--- config.mk ---
export PLATFORM = sky130hd
export DESIGN_NAME = system_address_decoder_remap
export DESIGN_NICKNAME = d
export VERILOG_FILES = /design/src/hdl/addr_decode_pkg.sv /design/src/hdl/system_address_decoder_remap.sv
export SDC_FILE = /design/constraint.sdc
export NUM_CORES = 1
export LEC_CHECK = 0
export ABC_AREA = 1
export BUFFER_PORTS_ARGS = -buffer_cell sky130_fd_sc_hd__buf_2
export CORE_MARGIN = 8
export CORE_UTILIZATION = 30
export DETAILED_ROUTE_END_ITERATION = 16
export GPL_ROUTABILITY_DRIVEN = 0
export GPL_TIMING_DRIVEN = 0
export PLACE_DENSITY = 0.78
export SLEW_MARGIN = 20
export SYNTH_ARGS = -nofsm -noshare
export SYNTH_HDL_FRONTEND = slang
export SYNTH_SLANG_ARGS = --single-unit
--- constraint.sdc ---
create_clock -name clock_i -period 2.2 [get_ports clock_i]
set_clock_uncertainty 0.15 [all_clocks]
set_input_delay 0.33 -clock clock_i [delete_from_list [all_inputs] [get_ports clock_i]]
set_output_delay 0.33 -clock clock_i [all_outputs]
set_load 0.05 [all_outputs]
--- src/hdl/addr_decode_pkg.sv ---
package addr_decode_pkg;

    // Address width of the physical space
    localparam int unsigned ADDR_W = 40;

    // Region bases and last addresses (byte addresses)
    localparam logic [39:0] DDR_BASE = 40'h00_8000_0000;
    localparam logic [39:0] PERIPH_LO_BASE = 40'h00_2000_0000;
    localparam logic [39:0] COHER_BASE = 40'h00_3000_0000;
    localparam logic [39:0] XAXI_BASE = 40'h00_4000_0000;
    localparam logic [39:0] XAXI_LAST = 40'h00_7FBF_FFFF;
    localparam logic [39:0] PERIPH_HI_BASE = 40'h00_7FC0_0000;
    localparam logic [39:0] LOW512_LAST = 40'h00_1FFF_FFFF;
    localparam logic [39:0] DDR_ALIAS_A = 40'h08_0000_0000;
    localparam logic [39:0] DDR_ALIAS_B = 40'h80_0000_0000;

    // 64MB static window index is address bits [28:26]
    localparam int unsigned WIN_LSB = 26;
    localparam int unsigned DDR_OFF_W = 31;

    // Chip-select swap field position in the config word
    localparam int unsigned SWAP_HI = 31;
    localparam int unsigned SWAP_LO = 30;

    // Value of the remap controls after reset
    localparam logic REMAP_AXI_RST = 1'b0;
    localparam logic [1:0] SWAP_RST = 2'h0;

    // Decoded target of a request
    typedef enum logic [2:0] {
        TGT_NONE,
        TGT_STATIC,
        TGT_PERIPH,
        TGT_COHER,
        TGT_XAXI,
        TGT_DDR
    } target_e;

    // Static memory selects, one-hot
    typedef struct packed {
        logic spare_select;
        logic system_register_select;
        logic video_net_usb_select;
        logic pseudostatic_ram_select;
        logic secondary_flash_select;
        logic primary_flash_select;
    } select_s;

    // Request as taken from the requester
    typedef struct packed {
        logic valid;
        logic [39:0] addr;
    } request_s;

    // Routed answer
    typedef struct packed {
        logic valid;
        target_e target;
        select_s selects;
        logic [39:0] addr;
    } route_s;

endpackage : addr_decode_pkg

--- src/hdl/system_address_decoder_remap.sv ---
// Contract
// - Resolve each 40-bit address to one target
// - 2GB at 0x00_8000_0000 goes to DDR2
// - Static mapping puts static controller at zero
// - Two windows route to on-chip peripherals
// - 256MB at 0x00_3000_0000 goes to coherency port
// - 0x00_4000_0000 to 0x00_7FBF_FFFF goes external AXI
// - Primary flash at windows 0,2; window 1 reserved
// - Windows 3..7 assert the remaining selects
// - Two DDR aliases ignore upper address bits
// - Control chooses static or AXI for low 512MB
// - Config bits 31:30 swap flash select at zero
// - Swap only acts under static mapping
// - First fetch at zero follows current remap
// - Remap loadable by preload once out of reset and rewritable at run time
// - Remap controls clear to zero on reset
// - Read-only writes ignored, unused reads zero
`timescale 1ns/1ps

module system_address_decoder_remap
    import addr_decode_pkg::*;
(
    input wire logic clock_i, // Interconnect clock, 250 MHz
    input wire logic arst_n_i, // Asynchronous reset, active low
    input wire addr_decode_pkg::request_s req_i, // Request from requester
    input wire logic cfg_we_i, // Write strobe for remap config word
    input wire logic [31:0] cfg_wdata_i, // Config word, bit 0 remap, 31:30 swap
    input wire logic preload_i, // Boot-time load of the remap settings
    input wire logic [31:0] preload_data_i, // Boot-time config word
    output addr_decode_pkg::route_s route_o, // Registered routing result
    output logic [31:0] cfg_rdata_o, // Current config word readback
    output logic remap_axi_o, // Low 512MB currently on external AXI
    output logic unmapped_o // Last request hit a reserved span
);
    import addr_decode_pkg::*;

    ////////////////////////////////////////////////////////////////////////
    // Remap configuration

    logic remap_axi_q;
    logic [1:0] swap_q;

    // Remap selection, from boot load or run-time write
    always_ff @(posedge clock_i or negedge arst_n_i)
    begin
        if (!arst_n_i)
        begin
            remap_axi_q <= REMAP_AXI_RST;
        end
        else if (cfg_we_i)
        begin
            remap_axi_q <= cfg_wdata_i[0];
        end
        else if (preload_i)
        begin
            remap_axi_q <= preload_data_i[0];
        end
    end

    // Chip-select swap field
    always_ff @(posedge clock_i or negedge arst_n_i)
    begin
        if (!arst_n_i)
        begin
            swap_q <= SWAP_RST;
        end
        else if (cfg_we_i)
        begin
            swap_q <= cfg_wdata_i[SWAP_HI:SWAP_LO];
        end
        else if (preload_i)
        begin
            swap_q <= preload_data_i[SWAP_HI:SWAP_LO];
        end
    end

    ////////////////////////////////////////////////////////////////////////
    // Address decode, using settings held before this cycle

    route_s route_d;
    logic unmapped_d;
    logic [2:0] win;
    logic swap_on;

    // Only a nonzero swap field selects the secondary flash at zero
    assign swap_on = (swap_q != 2'h0);
    assign win = req_i.addr[WIN_LSB+2:WIN_LSB];

    // Region match; settings sampled from the registers, so a write in this
    // cycle affects only requests taken afterwards
    always_comb
    begin
        route_d = '0;
        unmapped_d = 1'b0;
        route_d.valid = req_i.valid;
        route_d.addr = req_i.addr;
        route_d.target = TGT_NONE;
        if (req_i.addr <= LOW512_LAST)
        begin
            if (remap_axi_q)
            begin
                route_d.target = TGT_XAXI;
            end
            else
            begin
                route_d.target = TGT_STATIC;
                case (win)
                    3'h0:
                    begin
                        // Swap acts only under static mapping
                        if (swap_on)
                            route_d.selects.secondary_flash_select = 1'b1;
                        else
                            route_d.selects.primary_flash_select = 1'b1;
                    end
                    3'h2: route_d.selects.primary_flash_select = 1'b1;
                    3'h3: route_d.selects.secondary_flash_select = 1'b1;
                    3'h4: route_d.selects.spare_select = 1'b1;
                    3'h5: route_d.selects.pseudostatic_ram_select = 1'b1;
                    3'h6: route_d.selects.video_net_usb_select = 1'b1;
                    3'h7: route_d.selects.system_register_select = 1'b1;
                    default:
                    begin
                        route_d.target = TGT_NONE;
                        unmapped_d = req_i.valid;
                    end
                endcase
            end
        end
        else if (req_i.addr < COHER_BASE)
        begin
            route_d.target = TGT_PERIPH;
        end
        else if (req_i.addr < XAXI_BASE)
        begin
            route_d.target = TGT_COHER;
        end
        else if (req_i.addr <= XAXI_LAST)
        begin
            route_d.target = TGT_XAXI;
        end
        else if (req_i.addr < DDR_BASE)
        begin
            route_d.target = TGT_PERIPH;
        end
        else if (req_i.addr[39:32] == 8'h00 || req_i.addr[39:32] == 8'h08
                 || req_i.addr[39:32] == 8'h80)
        begin
            // DDR block and its aliases: offset keeps the low 31 bits only
            route_d.target = TGT_DDR;
            route_d.addr = {9'h000, req_i.addr[DDR_OFF_W-1:0]};
        end
        else
        begin
            unmapped_d = req_i.valid;
        end
    end

    ////////////////////////////////////////////////////////////////////////
    // Registered outputs

    // Routing result, one cycle after the request
    always_ff @(posedge clock_i or negedge arst_n_i)
    begin
        if (!arst_n_i)
        begin
            route_o <= '0;
            unmapped_o <= 1'b0;
        end
        else
        begin
            route_o <= route_d;
            unmapped_o <= unmapped_d;
        end
    end

    // Config readback, loaded with the settings so it never lags the decode
    always_ff @(posedge clock_i or negedge arst_n_i)
    begin
        if (!arst_n_i)
        begin
            cfg_rdata_o <= 32'h0000_0000;
            remap_axi_o <= REMAP_AXI_RST;
        end
        else if (cfg_we_i)
        begin
            // Undefined bits read zero
            cfg_rdata_o <= {cfg_wdata_i[SWAP_HI:SWAP_LO], 29'h0000_0000, cfg_wdata_i[0]};
            remap_axi_o <= cfg_wdata_i[0];
        end
        else if (preload_i)
        begin
            cfg_rdata_o <= {preload_data_i[SWAP_HI:SWAP_LO], 29'h0000_0000,
                            preload_data_i[0]};
            remap_axi_o <= preload_data_i[0];
        end
    end

endmodule : system_address_decoder_remap

Word level (Yosys, flattened, before mapping). Cells that the tools add are included.

Input port bits: 109. Logic and storage cells: 71. Flip-flop bits (word level): 86.

Magnitude comparators: 5. Reduce and logical (&&, ||, !) cells: 7. Mux-type cells: 38. Eq/ne operators: 8.

Operators with widths (count): $mux W40 (6); $mux W32 (2); $le A40 B29 Y1 const B (1); $le A40 B31 Y1 const B (1); $lt A40 B30 Y1 const B (1); $lt A40 B31 Y1 const B (1); $lt A40 B32 Y1 const B (1); $mux W3 (7); $mux W1 (17); $eq A3 B3 Y1 const B (4); $mux W6 (2); $eq A8 B4 Y1 const B (1); $eq A8 B8 Y1 const B (1); $logic_not A8 Y1 (1); $reduce_or A7 Y1 (1); $eq A3 B2 Y1 const B (2); $mux W2 (2); $pmux W1 S2 (2); $reduce_bool A2 Y1 (2); $logic_not A3 Y1 (1); $logic_or A1 B1 Y1 (2).

Depth between registers and ports, before layout. Gate-level depths: netlist of run 1.

Word-level depth: 9. Mapped depth: 7.

Least setup slack after synthesis of run 1. No wires, ideal clock.

Path type: register to output. Start point: register cfg_rdata_o[0]. End point: output port cfg_rdata_o[0]. Stages on the path, launching flop included: 2. Data required time: 1.720 ns. Buffers on the path: 1. Path slack: 0.749 ns. Arrival: 0.971 ns. Cell sequence: dfrtp_1 > buf_4.

RTL lines: start: declaration (RTL line system_address_decoder_remap.sv:31) `output logic [31:0] cfg_rdata_o,`; start signal: assignment (RTL line system_address_decoder_remap.sv:188) `cfg_rdata_o <= {cfg_wdata_i[SWAP_HI:SWAP_LO], 29'h0000_0000, cfg_wdata_i[0]};`; start signal: assignment (RTL line system_address_decoder_remap.sv:193) `cfg_rdata_o <= {preload_data_i[SWAP_HI:SWAP_LO], 29'h0000_0000,`.

No word-level cell between the ends.

Worst setup path after layout of run 1.
Start point: register cfg_rdata_o[0]. End point: output port cfg_rdata_o[0].

No word-level cell between the ends.

==> insert_results.sql, run 1 <==
INSERT INTO impl_metrics (metric_group, metric, value, unit) VALUES
('outcome', 'outcome', 'completed', ''),
('drt', 'drt_iter0_markers', '40', ''),
('clock_network', 'tritoncts_clock_tree', 'yes', ''),
('timing', 'slew-limit-headroom', '0.567', ''),
('timing', 'totalNegativeSetupSlack', '0', 'ps'),
('grt', 'grt_pass1_vias', '1828', ''),
('timing', 'post_route_minimum_period', '1660', 'ps'),
('critical_path', 'r2r_setup_slack', '980', 'ps'),
('floorplan', 'die_w', '97.6', 'microns'),
('clock_network', 'post_cts_buffers', '0', ''),
('floorplan', 'io_pins', '193', ''),
('placement', 'port_buffers', '105', ''),
('synthesis', 'synthesis.area_per_instance', '11.7', 'sq um'),
('worst_hold_path', 'min_delay_worst_endpoint', 'route_o[25]', ''),
('clock_network', 'clockRootBuffer', 'sky130_fd_sc_hd__clkbuf_8', ''),
('synthesis', 'sequential_cell_area_fraction_in_the_yosys_report', '0.676', ''),
('power', 'p_leak', '1.74', 'nW'),
('worst_hold_path', 'hold_path_depth', '1', ''),
('grt', 'grt_first_pass_wirelength', '8820', 'microns'),
('final_layout', 'antennaDiodeCount', '0', ''),
('critical_path', 'critical_path.reg2reg.endpoint', 'route_o[41]', ''),
('final_layout', 'post_route_cells_drive_above_1_share', '0.450', ''),
('critical_path', 'cpPeakStageDelay', '490', 'ps'),
('run', 'cap_violations', '0', ''),
('timing', 'slew_of_the_pin_with_the_lowest_slew_margin', '649', 'ps'),
('timing', 'slack_of_the_critical_path', '540', 'ps'),
('drt', 'vias', '1627', ''),
('synthesis', 'yosysUniqueCellTypes', '18', ''),
('critical_path', 'crit_chain', 'buf_4 > buf_2', ''),
('floorplan', 'coreArea', '6390', 'sq um'),
('grt', 'grt_overflow_total', '0', ''),
('synthesis', 'yosysTopAreaCell', 'sky130_fd_sc_hd__dfrtp_1', ''),
('worst_hold_path', 'holdCritPathClass', 'primary input to flop', ''),
('critical_path', 'worstSetupPathType', 'flop to output port', ''),
('worst_hold_path', 'hold_start', 'req_i[25]', ''),
('floorplan', 'effective_utilization_at_floorplan', '0.313', ''),
('timing', 'fin_crit_sh', '0.754', ''),
('power', 'cellPowerDensity', '701', 'nW/um^2'),
('synthesis', 'postSynthRegisterBits', '54', ''),
('clock_network', 'post_cts_resize_count', '0', ''),
('final_layout', 'final-seq-area', '1350', 'sq um'),
('final_layout', 'filler_cell_count', '585', ''),
('critical_path', 'critPathRequiredTime', '1720', 'ps'),
('synthesis', 'netlist_instances', '171', ''),
('floorplan', 'std_cell_rows', '29', ''),
('drt', 'route.detailed.vias_per_inst', '3.92', ''),
('critical_path', 'critPathArrivalTime', '1180', 'ps'),
('grt', 'grt_start_max_net_pins', '55', ''),
('critical_path', 'worst-path-buf-inv', '2', ''),
('final_layout', 'multi_input_area', '450', 'sq um'),
('drt', 'routed_wirelength', '5450', 'microns'),
('timing', 'rsz0062_at_grt', 'no', ''),
('critical_path', 'worst_path_max_delay_cell', 'sky130_fd_sc_hd__dfrtp_1', ''),
('clock_network', 'clk_sink_count', '54', ''),
('critical_path', 'critical_path.max_fanout', '7', ''),
('drt', 'final_antenna_net_count', '0', ''),
('timing', 'finalHoldViolations', '0', ''),
('clock_network', 'htreeDepth', '2', ''),
('clock_network', 'clock_tree.buffer_depth', '2', ''),
('critical_path', 'regToRegStartpoint', 'cfg_rdata_o[0]', ''),
('grt', 'grt_use_total', '0.113', ''),
('floorplan', 'fp.dieH', '97.6', 'microns'),
('placement', 'placement_setup_slack', '758', 'ps'),
('critical_path', 'crit_path_end_kind', 'output port', ''),
('synthesis', 'post_synth_instance_area', '2000', 'sq um'),
('critical_path', 'cp-start-kind', 'flop', ''),
('clock_network', 'cts.clk_slew.worst_paths', '90', 'ps'),
('placement', 'place.detailed.hpwl', '4230', 'microns'),
('drt', 'drtPass1Iterations', '4', ''),
('synthesis', 'synth.area.top_cells', 'sky130_fd_sc_hd__dfrtp_1, sky130_fd_sc_hd__buf_4, sky130_fd_sc_hd__nand2_1', ''),
('power', 'vdd_ir_drop_max', '440', 'uV');
## cells by family after synthesis
kind of cell	count (synthesis)	synth area share
compound gates	2	0.00501
flops	54	0.676
simple gates	65	0.166
other cells	1	0.00188
buf+inv	49	0.151
## report_power, final
part	switching, mW	internal [mW]
clock network	0.321	0.260
registers	0.0159	1.04
logic	0.385	0.147
## cells in the mapped netlist (all sizes together)
cell,count
nor3,1
inv,12
dlygate4sd3,1
o21ai,2
clkbuf,5
conb,1
nand2,25
nor2,20
clkinv,1
nand3,11
buf,30
dfrtp,54
nand4,8
## flip-flops by register name (all words and copies together) (netlist names)
name	flops
route_o	50
cfg_rdata_o	2
swap_q	1
unmapped_o	1
## cells in the final DEF, fill, tap and decap left out, types with 2 or more instances in the layout
cell,Yosys,final
sky130_fd_sc_hd__nand2_2,2,2
sky130_fd_sc_hd__nand3_1,11,11
sky130_fd_sc_hd__inv_1,12,12
sky130_fd_sc_hd__buf_4,30,31
sky130_fd_sc_hd__o21ai_0,2,2
sky130_fd_sc_hd__nand2_1,23,23
sky130_fd_sc_hd__dfrtp_1,54,54
sky130_fd_sc_hd__nand4_1,6,6
sky130_fd_sc_hd__dlygate4sd3_1,1,27
sky130_fd_sc_hd__clkbuf_1,5,5
sky130_fd_sc_hd__buf_2,0,104
sky130_fd_sc_hd__nor2_2,4,4
sky130_fd_sc_hd__nor2_1,15,15
sky130_fd_sc_hd__clkbuf_8,0,6
sky130_fd_sc_hd__conb_1,1,29
## worst max-delay path by stage
stage	from	to	slack (ps)	depth (start not counted)
2_1_floorplan	cfg_rdata_o[0]	cfg_rdata_o[0]	750	1
3_3_place_gp	arst_n_i	route_o[40]	700	1
3_5_place_dp	req_i[35]	route_o[48]	760	7
4_1_cts	cfg_rdata_o[0]	cfg_rdata_o[0]	510	2
5_1_grt	cfg_rdata_o[0]	cfg_rdata_o[0]	460	2
6_report	cfg_rdata_o[0]	cfg_rdata_o[0]	540	2
## metrics by stage
| step | utilization | hold WS, ps | std cells | area, sq um | power (mW) |
|---|---|---|---|---|---|
| global route | 0.484 | 0.423 | 415 | 3090 | 2.27 |
| global placement | 0.427 | 288 | 381 | 2730 | 1.56 |
| CTS | 0.484 | 5.47 | 415 | 3090 | 2.19 |
| floorplan | - | -116 | 199 | 2100 | 1.43 |
| detailed placement | 0.427 | 262 | 381 | 2730 | 1.57 |
| finish | 0.484 | 13.8 | 415 | 3090 | 2.16 |
## worst register-to-register path: stages (launching register included)
cell	delay, ps
sky130_fd_sc_hd__dfrtp_1	470
sky130_fd_sc_hd__nor2_1	270
sky130_fd_sc_hd__nand4_2	150
sky130_fd_sc_hd__nor2_1	110
## metal layers
metal  vias up  GRT usage  share of wire
met5         -          0              0
li1        798          -              -
met4         0     0.0420          0.012
met2       101      0.189           0.47
met3         4     0.0441          0.085
met1       724      0.126           0.44
## cell type report
| class | count | share of cell area |
|---|---|---|
| Buffer | 36 | 0.0823 |
| Clock buffer | 6 | 0.0267 |
| Clock inverter | 2 | 0.00527 |
| Inverter | 13 | 0.0158 |
| Multi-Input combinational cell | 96 | 0.146 |
| Sequential cell | 54 | 0.438 |
| Tap cell | 77 | 0.0312 |
| Timing Repair Buffer | 131 | 0.255 |
Note: power is estimated with default switching activity, not from simulation.
==> run 2, diff against run 1 <==
--- a/config.mk
+++ b/config.mk
@@ -12,7 +12,7 @@
 export DETAILED_ROUTE_END_ITERATION = 16
 export GPL_ROUTABILITY_DRIVEN = 0
 export GPL_TIMING_DRIVEN = 0
-export PLACE_DENSITY = 0.78
+export PLACE_DENSITY = 0.81
 export SLEW_MARGIN = 20
 export SYNTH_ARGS = -nofsm -noshare
 export SYNTH_HDL_FRONTEND = slang
==> constraint.sdc (replaced) <==
create_clock -name clock_i -period 1.3 [get_ports clock_i]
set_clock_uncertainty 0.15 [all_clocks]
set_input_delay 0.195 -clock clock_i [delete_from_list [all_inputs] [get_ports clock_i]]
set_output_delay 0.195 -clock clock_i [all_outputs]
set_load 0.05 [all_outputs]
==> insert_results.sql, run 2 (same netlist as run 1, synthesis figures left out) <==
INSERT INTO impl_metrics (metric_group, metric, value, unit) VALUES
('drt', 'final_antenna_net_count', '0', ''),
('final_layout', 'final_cell_mix', 'sky130_fd_sc_hd__buf_2, sky130_fd_sc_hd__dfrtp_1, sky130_fd_sc_hd__dlygate4sd3_1, sky130_fd_sc_hd__buf_4, sky130_fd_sc_hd__conb_1', ''),
('drt', 'drtPass1Iterations', '4', ''),
('floorplan', 'fp.dieArea', '9530', 'sq um'),
('floorplan', 'fp.dieH', '97.6', 'microns'),
('grt', 'grt_use_total', '0.122', ''),
('final_layout', 'postLayoutCellArea', '3360', 'sq um'),
('drt', 'drt_iter0_markers', '42', ''),
('drt', 'routed_wirelength', '5840', 'microns'),
('timing', 'slew-limit-headroom', '0.559', ''),
('final_layout', 'layout-area-overhead-vs-synth', '68.0', '%'),
('power', 'p_leak', '1.86', 'nW'),
('final_layout', 'multi_input_area', '458', 'sq um'),
('timing', 'slew_of_the_pin_with_the_lowest_slew_margin', '661', 'ps'),
('timing', 'post_route_minimum_period', '1350', 'ps'),
('clock_network', 'clk_sink_count', '54', ''),
('critical_path', 'cp-start-kind', 'flop', ''),
('critical_path', 'worstSetupPathType', 'flop to output port', ''),
('worst_hold_path', 'holdCritPathClass', 'primary input to flop', ''),
('final_layout', 'leading_cell_type_in_the_layout_fill_and_taps_excluded', 'sky130_fd_sc_hd__buf_2', ''),
('floorplan', 'io_pins', '193', ''),
('floorplan', 'coreArea', '6390', 'sq um'),
('final_layout', 'filler_cell_count', '556', ''),
('power', 'cellPowerDensity', '1150', 'nW/um^2'),
('clock_network', 'cts_buf_count', '5', ''),
('power', 'vdd_ir_drop_max', '664', 'uV'),
('run', 'cap_violations', '0', ''),
('clock_network', 'tritoncts_clock_tree', 'yes', ''),
('grt', 'grt_pass1_vias', '1984', ''),
('clock_network', 'clockRootBuffer', 'sky130_fd_sc_hd__clkbuf_8', ''),
('timing', 'fin_crit_sh', '1.04', ''),
('timing', 'achievable-frequency', '743', 'MHz'),
('placement', 'place.detailed.hpwl', '4270', 'microns'),
('worst_hold_path', 'hold_path_depth', '3', ''),
('final_layout', 'post_route_cells_drive_above_1_share', '0.428', ''),
('power', 'total_power', '3.87', 'mW'),
('clock_network', 'cts.clk_slew.worst_paths', '90', 'ps'),
('critical_path', 'critPathArrivalTime', '1000', 'ps'),
('grt', 'grt_antenna_before_repair', '0', ''),
('timing', 'slack_of_the_critical_path', '-46.6', 'ps'),
('clock_network', 'clock_tree.buffer_depth', '2', ''),
('drt', 'vias', '1757', ''),
('drt', 'route.detailed.wl_per_inst', '13.4', 'microns'),
('floorplan', 'std_cell_rows', '29', ''),
('drt', 'drc', '0', ''),
('timing', 'setup_viol', '2', ''),
('timing', 'slew_viol_final', '0', ''),
('grt', 'grt_overflow_total', '0', ''),
('floorplan', 'effective_utilization_at_floorplan', '0.313', ''),
('final_layout', 'largest_reg_flops', '50', ''),
('critical_path', 'crit_path_end_kind', 'output port', ''),
('outcome', 'failed_checks', 'setup timing', ''),
('final_layout', 'final-seq-area', '1350', 'sq um'),
('critical_path', 'critPathRequiredTime', '950', 'ps'),
('timing', 'rsz0062_at_grt', 'yes', ''),
('grt', 'grt_start_max_net_pins', '55', ''),
('clock_network', 'htreeDepth', '2', ''),
('placement', 'port_buffers', '105', ''),
('timing', 'finalHoldViolations', '0', ''),
('final_layout', 'regMostFlops', 'route_o', ''),
('final_layout', 'antennaDiodeCount', '0', ''),
('critical_path', 'critical_path.max_fanout', '3', ''),
('outcome', 'outcome', 'finished with violations', ''),
('placement', 'placedInstanceArea', '2730', 'sq um'),
('final_layout', 'largest_registers', 'route_o: 50 flops, cfg_rdata_o: 2 flops', ''),
('final_layout', 'design.final.nets', '468', ''),
('grt', 'grt_first_pass_wirelength', '9610', 'microns'),
('floorplan', 'die_w', '97.6', 'microns'),
('critical_path', 'r2r_cell_count', '4', ''),
('drt', 'route.detailed.vias_per_inst', '4.02', ''),
('clock_network', 'clk-insertion-delay-late', '300', 'ps');
run 2: worst paths after layout:
kind,start,endpoint,slack (ps)
min in group asynchronous,arst_n_i,route_o[8],340
max,cfg_rdata_o[0],cfg_rdata_o[0],-50
min reg2reg,cfg_rdata_o[31],cfg_rdata_o[31],390
max in group asynchronous,arst_n_i,cfg_rdata_o[0],200
min,req_i[27],route_o[44],20
max reg2reg,cfg_rdata_o[0],route_o[44],100
run 2: what timing repair did:
action / in CTS / in global routing
endpoints found under the hold margin: 97 / 0
buffers inserted: 1 / 0
hold buffers: 47 / 0
pin swaps: 0 / 1
resized for setup: 6 / 6
setup endpoints to repair: 4 / 8
run 2: worst max-delay path, cell delays in order, from the launching register on:
cell	delay [ps]
sky130_fd_sc_hd__dfrtp_2	440
sky130_fd_sc_hd__buf_6	120
sky130_fd_sc_hd__buf_8	140
run 2: per-stage QoR:
| stage | setup slack, ps | hold slack [ps] | util | instances | TNS [ps] |
|---|---|---|---|---|---|
| global placement | -128 | 153 | 0.428 | 381 | -2220 |
| finish | -46.6 | 18.8 | 0.526 | 437 | -68.1 |
| detailed placement | 9.36 | 131 | 0.428 | 381 | 0 |
| CTS | -58.5 | 5.38 | 0.523 | 437 | -98.4 |
| floorplan | 94.4 | -251 | - | 199 | 0 |
| global route | -76.2 | 17.0 | 0.526 | 437 | -133 |
run 2: per-layer routing:
layer | global-route usage | vias to the layer above | routed length [microns] | share of wire
met3 | 0.0491 | 10 | 528 | 0.090
met4 | 0.0466 | 0 | 88 | 0.015
li1 | - | 845 | - | -
met5 | 0 | - | 0 | 0
met2 | 0.207 | 101 | 2840 | 0.49
met1 | 0.133 | 801 | 2390 | 0.41
run 2: layout make-up:
type	instances	area share
clock inverter	2	0.0112
sequential	54	0.403
tap	77	0.0287
multi-input combinational	96	0.136
clock buffer	6	0.0216
inverter	13	0.0145
buffer	36	0.0767
timing repair buffer	153	0.308
run 2: power by group:
part / switching (mW) / internal (mW) / leakage, nW / total [mW]
Clock: 0.532 / 0.575 / 0.0514 / 1.11
Sequential: 0.0249 / 1.75 / 0.650 / 1.78
Combinational: 0.671 / 0.312 / 1.15 / 0.983
Total: 1.23 / 2.64 / 1.86 / 3.87
